===== config.mk =====
export PLATFORM = sky130hd
export DESIGN_NAME = motion_command_interpreter
export DESIGN_NICKNAME = d
export VERILOG_FILES = /design/src/mci_pkg.sv /design/src/motion_command_interpreter.sv
export VERILOG_INCLUDE_DIRS = /design/src /design/src/src
export SDC_FILE = /design/constraint.sdc
export NUM_CORES = 2
export LEC_CHECK = 0
export BUFFER_PORTS_ARGS = -buffer_cell sky130_fd_sc_hd__buf_2
export CAP_MARGIN = 20
export CORE_ASPECT_RATIO = 1.2
export CORE_MARGIN = 5
export CORE_UTILIZATION = 35
export CTS_BUF_LIST = sky130_fd_sc_hd__clkbuf_8
export DETAILED_ROUTE_END_ITERATION = 6
export PLACE_DENSITY = 0.56
export SETUP_SLACK_MARGIN = 0.02
export SYNTH_ARGS = -nofsm -noshare
export SYNTH_HDL_FRONTEND = slang
export SYNTH_SLANG_ARGS = --single-unit

===== constraint.sdc =====
create_clock -name i_clk -period 3.4 [get_ports i_clk]
set_input_delay 0.17 -clock i_clk [delete_from_list [all_inputs] [get_ports i_clk]]
set_output_delay 0.17 -clock i_clk [all_outputs]
set_load 0.1 [all_outputs]

===== src/mci_map.svh =====
// offsets, widths, limits and counts of the motion command interpreter
// assumes the includer wants plain macros; no logic lives here
`ifndef MCI_MAP_SVH
`define MCI_MAP_SVH
`define PGM_DEPTH   16
`define PC_W        4
`define PC_LAST     4'hF
`define LBL_W       6
`define DIN_W       8
`define DOUT_W      4
`define PIN_W       15
`define SEL_LSB     8
`define SEL_MSB     13
`define START_BIT   14
`define ANGLE_W     16
// load angle in hundredths of a degree: 1,8 degrees
`define LOAD_ANGLE_LIMIT 16'h00B4
`endif


===== src/mci_pkg.sv =====
// types shared by the motion command interpreter
// assumes mci_map.svh is on the include path
`include "mci_map.svh"
package mci_pkg;
  // instruction opcodes
  typedef enum logic [3:0] {
    OP_NOP, OP_CUR_ON, OP_CUR_OFF, OP_SET_VEL, OP_SET_TGT, OP_EXEC, OP_STOP,
    OP_POS_Q, OP_LABEL, OP_WAIT, OP_OUT, OP_IF, OP_GOTO, OP_HOME, OP_RETURN
  } op_t;
  // one decoded command; eol marks the last command of a program line
  typedef struct packed {
    op_t         op;
    logic [2:0]  sel;
    logic        lvl;
    logic        eol;
    logic [31:0] arg;
  } instr_t;
  // orders to the motion core
  typedef struct packed {
    logic        current;
    logic        start;
    logic        home;
    logic        stop;
    logic [1:0]  vel_units;
    logic [31:0] vel;
    logic [31:0] target;
  } motion_cmd_t;
  // interpreter states
  typedef enum logic [2:0] {
    ST_IDLE, ST_EXEC, ST_SEEK, ST_SKIP, ST_SETTLE, ST_WAIT_MOT
  } st_t;
  // all state of the interpreter
  typedef struct packed {
    st_t                          st;
    logic [`PC_W-1:0]             pc;
    logic [`LBL_W-1:0]            seek;
    logic                         single;
    instr_t                       cmd;
    logic [`PIN_W-1:0]            s1;
    logic [`PIN_W-1:0]            s2;
    logic [`PIN_W-1:0]            s3;
    logic [`PIN_W-1:0]            pins_q;
    logic                         start_q;
    instr_t [`PGM_DEPTH-1:0]      mem;
    logic [31:0]                  tgt;
    motion_cmd_t                  mv;
    logic [`DOUT_W-1:0]           dout;
    logic                         pos_v;
    logic                         pos_f;
    logic                         closed;
  } state_t;
endpackage


===== src/motion_command_interpreter.sv =====
// motion command interpreter: runs serial commands and stored programs
// assumes a motion core that raises i_busy within one cycle of a start
`timescale 1ns/1ns
`include "mci_map.svh"
module motion_command_interpreter (
  // clock and reset
  input  wire logic                  i_clk,
  input  wire logic                  i_rst_b,
  // serial command port, already decoded
  input  wire logic                  i_cmd_valid,
  input  wire mci_pkg::instr_t       i_cmd,
  output logic                       o_cmd_ready,
  // program store load port
  input  wire logic                  i_pgm_we,
  input  wire logic [3:0]            i_pgm_addr,
  input  wire mci_pkg::instr_t       i_pgm_data,
  input  wire logic                  i_run,
  // pins: digital inputs, program select, program start
  input  wire logic [14:0]           i_pins,
  output logic [3:0]                 o_dout,
  // motion core
  output mci_pkg::motion_cmd_t       o_mv,
  input  wire logic                  i_busy,
  input  wire logic                  i_at_target,
  input  wire logic                  i_abs_mode,
  input  wire logic [1:0]            i_scale,
  input  wire logic [31:0]           i_act_pos,
  // load angle supervision
  input  wire logic                  i_closed_opt,
  input  wire logic [15:0]           i_load_angle,
  output logic                       o_closed_loop,
  // position query answer and status
  output logic                       o_pos_valid,
  output logic                       o_pos_flag,
  output logic                       o_prog_busy
);
  import mci_pkg::*;

  state_t s;       // registered state
  state_t next_s;  // next state
  instr_t ins;     // command being executed

  // true when synced input sel stands at level lvl
  function automatic logic din_match(input logic [`PIN_W-1:0] p,
                                     input logic [2:0] sel, input logic lvl);
    din_match = (p[sel] == lvl);
  endfunction

  // current command comes from the serial port or the program store
  always_comb begin
    ins = s.single ? s.cmd : s.mem[s.pc];
  end

  // next state
  always_comb begin
    next_s          = s;
    next_s.mv.start = 1'b0;
    next_s.mv.home  = 1'b0;
    next_s.mv.stop  = 1'b0;
    next_s.pos_v    = 1'b0;
    // pin synchroniser; a bit moves once stages two and three agree
    next_s.s1 = i_pins;
    next_s.s2 = s.s1;
    next_s.s3 = s.s2;
    for (int i = 0; i < `PIN_W; i++) begin
      if (s.s2[i] == s.s3[i]) begin
        next_s.pins_q[i] = s.s3[i];
      end
    end
    next_s.start_q = s.pins_q[`START_BIT];
    // program store write
    if (i_pgm_we) begin
      next_s.mem[i_pgm_addr] = i_pgm_data;
    end
    // open loop below the limit or without the option, closed loop with the option at or above
    next_s.closed = i_closed_opt && (i_load_angle >= `LOAD_ANGLE_LIMIT);
    case (s.st)
      // idle: accept a serial command or start a program
      ST_IDLE: begin
        if (s.pins_q[`START_BIT] && !s.start_q) begin
          next_s.seek   = s.pins_q[`SEL_MSB:`SEL_LSB];
          next_s.pc     = '0;
          next_s.single = 1'b0;
          next_s.st     = ST_SEEK;
        end else if (i_run) begin
          next_s.pc     = '0;
          next_s.single = 1'b0;
          next_s.st     = ST_EXEC;
        end else if (i_cmd_valid) begin
          next_s.cmd    = i_cmd;
          next_s.single = 1'b1;
          next_s.st     = ST_EXEC;
        end
      end
      // execute one command, then move on in line order
      ST_EXEC: begin
        // default: step to the next command
        if (s.single || s.pc == `PC_LAST) begin
          next_s.st = ST_IDLE;
        end else begin
          next_s.pc = s.pc + 1'b1;
        end
        case (ins.op)
          OP_CUR_ON:  next_s.mv.current = 1'b1;
          OP_CUR_OFF: next_s.mv.current = 1'b0;
          OP_SET_VEL: begin
            next_s.mv.vel       = ins.arg;
            next_s.mv.vel_units = i_scale;
          end
          OP_SET_TGT: next_s.tgt = ins.arg;
          OP_EXEC: begin
            next_s.mv.start  = 1'b1;
            next_s.mv.target = i_abs_mode ? s.tgt : s.tgt + i_act_pos;
            // at the last index nothing follows; waiting would rerun the move
            if (!s.single && s.pc != `PC_LAST) begin
              next_s.st = ST_SETTLE;
            end
          end
          OP_HOME: begin
            next_s.mv.home = 1'b1;
            if (!s.single && s.pc != `PC_LAST) begin
              next_s.st = ST_SETTLE;
            end
          end
          OP_STOP: next_s.mv.stop = 1'b1;
          OP_POS_Q: begin
            next_s.pos_v = 1'b1;
            next_s.pos_f = i_at_target && !i_busy;
          end
          OP_OUT: next_s.dout[ins.sel[1:0]] = ins.lvl;
          OP_WAIT: begin
            // hold the same command until the input matches; ignored as a single command
            if (!din_match(s.pins_q, ins.sel, ins.lvl) && !s.single) begin
              next_s.pc = s.pc;
              next_s.st = ST_EXEC;
            end
          end
          OP_IF: begin
            // false: drop the rest of the line
            if (!din_match(s.pins_q, ins.sel, ins.lvl) && !s.single) begin
              next_s.st = ST_SKIP;
            end
          end
          OP_GOTO: begin
            if (!s.single) begin
              next_s.seek = ins.arg[`LBL_W-1:0];
              next_s.pc   = '0;
              next_s.st   = ST_SEEK;
            end
          end
          OP_RETURN: next_s.st = ST_IDLE;
          default: begin
          end
        endcase
      end
      // scan the store for the label; give up at the end
      ST_SEEK: begin
        if (s.mem[s.pc].op == OP_LABEL && s.mem[s.pc].arg[`LBL_W-1:0] == s.seek) begin
          next_s.st = ST_EXEC;
        end else if (s.pc == `PC_LAST) begin
          next_s.st = ST_IDLE;
        end else begin
          next_s.pc = s.pc + 1'b1;
        end
      end
      // skip up to and including the end of the line
      ST_SKIP: begin
        if (s.pc == `PC_LAST) begin
          next_s.st = ST_IDLE;
        end else begin
          next_s.pc = s.pc + 1'b1;
          if (s.mem[s.pc].eol) begin
            next_s.st = ST_EXEC;
          end
        end
      end
      // give the motion core one cycle to raise busy
      ST_SETTLE: next_s.st = ST_WAIT_MOT;
      // continue the line once movement has stopped
      ST_WAIT_MOT: begin
        if (!i_busy) begin
          next_s.st = ST_EXEC;
        end
      end
      default: next_s.st = ST_IDLE;
    endcase
  end

  // state register with synchronous reset
  always_ff @(posedge i_clk) begin
    if (!i_rst_b) begin
      s <= '0;
    end else begin
      s <= next_s;
    end
  end

  // outputs
  assign o_cmd_ready   = (s.st == ST_IDLE);
  assign o_dout        = s.dout;
  assign o_mv          = s.mv;
  assign o_closed_loop = s.closed;
  assign o_pos_valid   = s.pos_v;
  assign o_pos_flag    = s.pos_f;
  assign o_prog_busy   = (s.st != ST_IDLE);

  // helper terms for checks
  logic in_exec;
  assign in_exec = (s.st == ST_EXEC);
  logic                stop_exec;  // a stop command executes this cycle
  logic                reached;    // motion core reports the target reached
  logic [31:0]         rel_tgt;    // relative target from stored value and position
  logic [`LBL_W-1:0]   prog_sel;   // program number on the synced pins
  assign stop_exec = in_exec && (ins.op == OP_STOP);
  assign reached   = i_at_target && !i_busy;
  assign rel_tgt   = s.tgt + i_act_pos;
  assign prog_sel  = s.pins_q[`SEL_MSB:`SEL_LSB];
endmodule


* After elaboration in Yosys (flattened, before gate mapping)
Cells that the tools add are included.
Word-level totals: bits in registers 881, input bits 160
Cells by class: muxes and demuxes 44, bitwise operators 2, eq/ne operators 48, order comparisons 7, $add $sub $neg 2, reductions and logical operators 32
Operators with widths (count):
- 656-bit bitwise mux | 1
- 41-bit binary-select mux with 4-bit select | 1
- 41-bit demux with 4-bit select | 1
- 41-bit 2-to-1 mux | 3
- 42-bit 2-to-1 mux | 1
- 32-bit adder | 1
- 4-bit equality test, second input constant | 8
- 32-bit 2-to-1 mux | 1
- 3-bit 2-to-1 mux | 10
- 3-bit case mux with 6 select lines | 1
- 1-bit equality test | 16
- 4-bit by 3-bit equality test with 1-bit output, second input constant | 4
- 16-bit by 8-bit greater-or-equal comparator with 1-bit output, second input constant | 1
- 4-bit 2-to-1 mux | 4
- 4-bit case mux with 4 select lines | 1
- 2-bit AND reduction | 8
- 4-bit AND reduction | 4
- 3-bit case mux with 5 select lines | 1
- 7-bit 2-to-1 mux | 2
- 13-bit 2-to-1 mux | 1
- 6-bit 2-to-1 mux | 2
- 6-bit case mux with 2 select lines | 1
- 4-bit by 5-bit < comparator with 1-bit output, second input constant | 2
- 3-bit inequality test, second input constant | 3
- other kinds (32) | 57

* Logic depth before layout (Yosys ltp)
depth in word-level cells 11, gate-level depth with buffers 15, gate-level depth less buffers 13

* Least setup slack after synthesis
No wires, ideal clock.
kind flip-flop to flip-flop, start register s[874] in the netlist's numbering, end register s, in the netlist o_mv[38], library setup time 0.115 ns, arrival 2.840 ns, clock period less this slack 2.955 ns, required time 3.285 ns, setup slack 0.445 ns, buffers on the path 6, cell stages (with the launch flop) 13, cell sequence dfxtp_1 -> buf_6 -> buf_4 -> buf_4 -> buf_2 -> buf_2 -> buf_2 -> mux4_2 -> mux4_2 -> nand2_1 -> nand2_1 -> nor2_1 -> nor3b_1
On the way: cells in the longest elaborated chain, start to end 5
RTL lines:
- from (decl) | RTL line motion_command_interpreter.sv:39 | state_t s;
- from (signal assigned) | RTL line motion_command_interpreter.sv:194 | s <= next_s;
- 41-bit binary-select mux with 4-bit select * | RTL line motion_command_interpreter.sv:51 | ins = s.single ? s.cmd : s.mem[s.pc];
- 41-bit 2-to-1 mux *
- 41-bit 2-to-1 mux * | RTL line motion_command_interpreter.sv:51
- 4-bit by 2-bit equality test with 1-bit output | RTL line motion_command_interpreter.sv:103 | case (ins.op)
- 2-bit AND reduction (no source line)
Mark *: on every way between the ends. The rest lies on a longest branch, timed or not. The select of a mux whose other input is x is not followed. A chain may end at the register's enable or synchronous reset.

* Worst setup path in the final report
start register s[875] in the netlist's numbering, end register s[876] in the netlist's numbering
On the way: cells in the longest elaborated chain, start to end 10, elaborated cells on any way between the ends 26, classes of those cells add/sub: 1; eq/ne: 8; mux: 12; reduce/logical: 5
RTL lines:
- 41-bit binary-select mux with 4-bit select | RTL line motion_command_interpreter.sv:51, motion_command_interpreter.sv:158
- 41-bit 2-to-1 mux
- 41-bit 2-to-1 mux | RTL line motion_command_interpreter.sv:51
- 1-bit binary-select mux with 3-bit select | RTL line motion_command_interpreter.sv:46 | din_match = (p[sel] == lvl);
- 1-bit 2-to-1 mux (not written as such) | RTL line motion_command_interpreter.sv:46
- 1-bit equality test | RTL line motion_command_interpreter.sv:46
- 1-bit logical NOT | RTL line motion_command_interpreter.sv:133 | if (!din_match(s.pins_q, ins.sel, ins.lvl) && !s.single) begin
- 1-bit logical AND | RTL line motion_command_interpreter.sv:133
- 3-bit inequality test (no source line)
- 4-bit AND reduction (no source line)
Several ways; a longest one is shown, not always the timed one. The select of a mux whose other input is x is not followed.

==> flow_summary.ini <==
[timing]
setup_viol = 0
timing.final.crit_share = 0.977
worst_pin_slew_ns = 0.991
fin_worst_skew_ns = 0.0465
hold_viol = 0
rsz0062_at_grt = yes
holdWs_ns = 0.0999
slew_headroom = 0.339
drv_slew = 0
min_period_ns = 3.32
fmax_ghz = 0.301

[cts]
clkLatencyLatePin_ns = 0.84
root_buffer = clkbuf_8
path_clk_slew_ns = 0.06
cts_sinks = 880
cts_tree = yes
htree_levels = 4
cts_buffers = 147
clockBufferDepth = 3

[layout]
layout-drive-gt1-share = 0.167
final-seq-area_um2 = 17600
nets = 5104
area_growth_syn_to_layout_pct = 16.9
fill_cells = 11500
fin_cells = 6553
multi_input_area_um2 = 21400

[synthesis]
ys.warnings.count = 0
yosysUniqueCellTypes = 79
synth_area_per_cell_um2 = 8.69
synthCells = 4730
synth_area_leaders = dfxtp_1, nand2_1, a21boi_0, mux4_2, clkbuf_1
synth_edf_count = 0
synth-main-ff-cell = dfxtp_1
synth.largest_area_cell = dfxtp_1
syn_area_um2 = 41100
netlist.area_leader.share = 0.429
synth-seq-cells = 880
syn_nets = 4923
yosysSeqAreaShare = 0.429
async_flop_share = 0

[route]
m1WireLength_um = 59100
post-route-drc-count = 0
wl_per_cell_um = 20.9
wl_met3_um = 7190
finalWirelength_um = 137000
drt_iter0_markers = 2787
drt-vias-per-instance = 5.17
drtAntennaViolNets = 0
wl_met2_um = 67100
highest_layer = met5
num_vias = 33900
drt_first_pass_iters = 5

[placed_design]
gp_congestion = 0.878
port_buffers = 235
dpl.cell_count = 6130
hpwlAfterDp_um = 85800

[die]
rows = 137
core_um2 = 116000
die-area_um2 = 124000
start_util = 0.353
die_h_um = 385
fp.dieW_um = 323
io_pins = 239

[setup_path]
cp_cell_sequence = buf_8 -> clkbuf_16 -> o311a_1 -> or4_4 -> a211o_1 -> a21oi_2 -> nand4_1 -> buf_4 -> o21a_1 -> o211ai_1 -> inv_1 -> a32o_1
crit_fanout = 16
cp.required_ns = 4.13
cpPeakStageDelay_ns = 0.55
end_kind = flip-flop
crit_arrival_ns = 4.05
criticalPathCategory = flip-flop to flip-flop
critPathLaunchType = flip-flop
slowest_stage = or4_4

[global_routing]
grt_pass1_vias = 33200
grt_pass1_wl_um = 206000
grt_max_degree = 152
antenna_found_initial = 17
overflow = 0
grtUsageTotal = 0.214

[status]
status = finished, final reports clean

[power]
power.leakage_uw = 0.0172
vdd_drop_max_v = 0.000336
power.density_nw_per_um2 = 457

[job]
drv_cap = 0

[hold_path]
hp-class = input pin to flip-flop
## power by group
part | total [uW] | leakage, uW | switching, uW | internal (uW)
sequential | 10600 | 0.00712 | 120 | 10500
clock | 9290 | 0.00167 | 4400 | 4900
combinational | 2070 | 0.00844 | 1240 | 830
total | 22000 | 0.0172 | 5760 | 16200
## Yosys cell counts, types with 34 or more instances
cell      instances
buf_4            82
mux2i_1          49
and2_1           55
mux4_2          180
a21oi_1          40
buf_2            34
nor2_1          173
nor3b_1          60
dfxtp_1         880
nand2_1        1604
clkbuf_1        360
a21boi_0        719
o21ai_0          54
## registers in the layout, indices dropped and copies added (netlist names)
signal and count:
next_s 31, o_closed_loop 1, o_dout 4, o_mv 70, o_pos_flag 1, o_pos_valid 1, prog_sel 6, s 766
## cells by family after synthesis
group / share of synthesized area
muxes: 0.114
adders and majority gates: 0.0102
DFF: 0.429
buffers and inverters: 0.0572
and+or+nand+nor: 0.202
AOI/OAI and AO/OA: 0.180
xor gates and xnor gates: 0.00743
## area by class of cell
type | count | share of cell area
tap | 1529 | 0.0398
clock inverter | 69 | 0.00700
inverter | 18 | 0.00141
timing repair buffer | 529 | 0.0870
multi-input combinational | 3335 | 0.445
antenna | 10 | 0.000521
sequential | 880 | 0.367
clock buffer | 183 | 0.0524
## layout by cell type (no fill, tap or decap), drive strengths merged, types with 29 or more instances in the layout
cell	n
a21oi	40
mux2i	51
nand2	1604
nor3b	60
buf	376
inv	78
nor2	175
a21boi	723
ha	32
clkbuf	184
dlygate4sd3	152
dfxtp	880
mux4	180
nand3	29
and2	56
o211a	32
o21ai	60
## critical path: cells and delay by family, from the launching register on
family,cells,cell delay [ns]
AOI/OAI and AO/OA,6,1.51
buffers and inverters,4,0.66
DFF,1,0.36
and+or+nand+nor,2,0.67
## routing by layer
layer  vias to the layer above  global-route usage
li1                      16200                   -
met1                     16500               0.276
met2                       937               0.369
met3                       230              0.0355
met4                        10              0.0615
met5                         -                   0
## timing repair
item                                    CTS  global route
endpoints found under the setup margin    0            36
hold buffers                            152             0
resized for setup                         0            19
hold endpoints to repair                779             0
buffers inserted                          0             8
## through the flow
step           worst slack [ns]  total power, uW  setup TNS (ns)  utilization  cell area [um^2]
5_1_grt                 -0.0160            22800         -0.0274        0.413             48000
4_1_cts                  0.0483            22200               0        0.411             47800
3_3_place_gp              0.111            12700               0        0.373             43500
3_5_place_dp             0.0821            12700               0        0.373             43500
2_1_floorplan             0.445            12100               0            -             41100
6_report                 0.0791            22000               0        0.413             48100
## path summary, 6_finish.rpt
kind	from	end	slack (ns)	depth (start not counted)
worst min-delay path	i_pins[5]	next_s[801]	0.1	3
worst max register to register	s[875]	s[876]	0.08	12
worst max-delay path	s[875]	s[876]	0.08	12
worst min register to register	next_s[806]	next_s[791]	0.43	1
No activity file was read; power rests on OpenSTA's default activity.
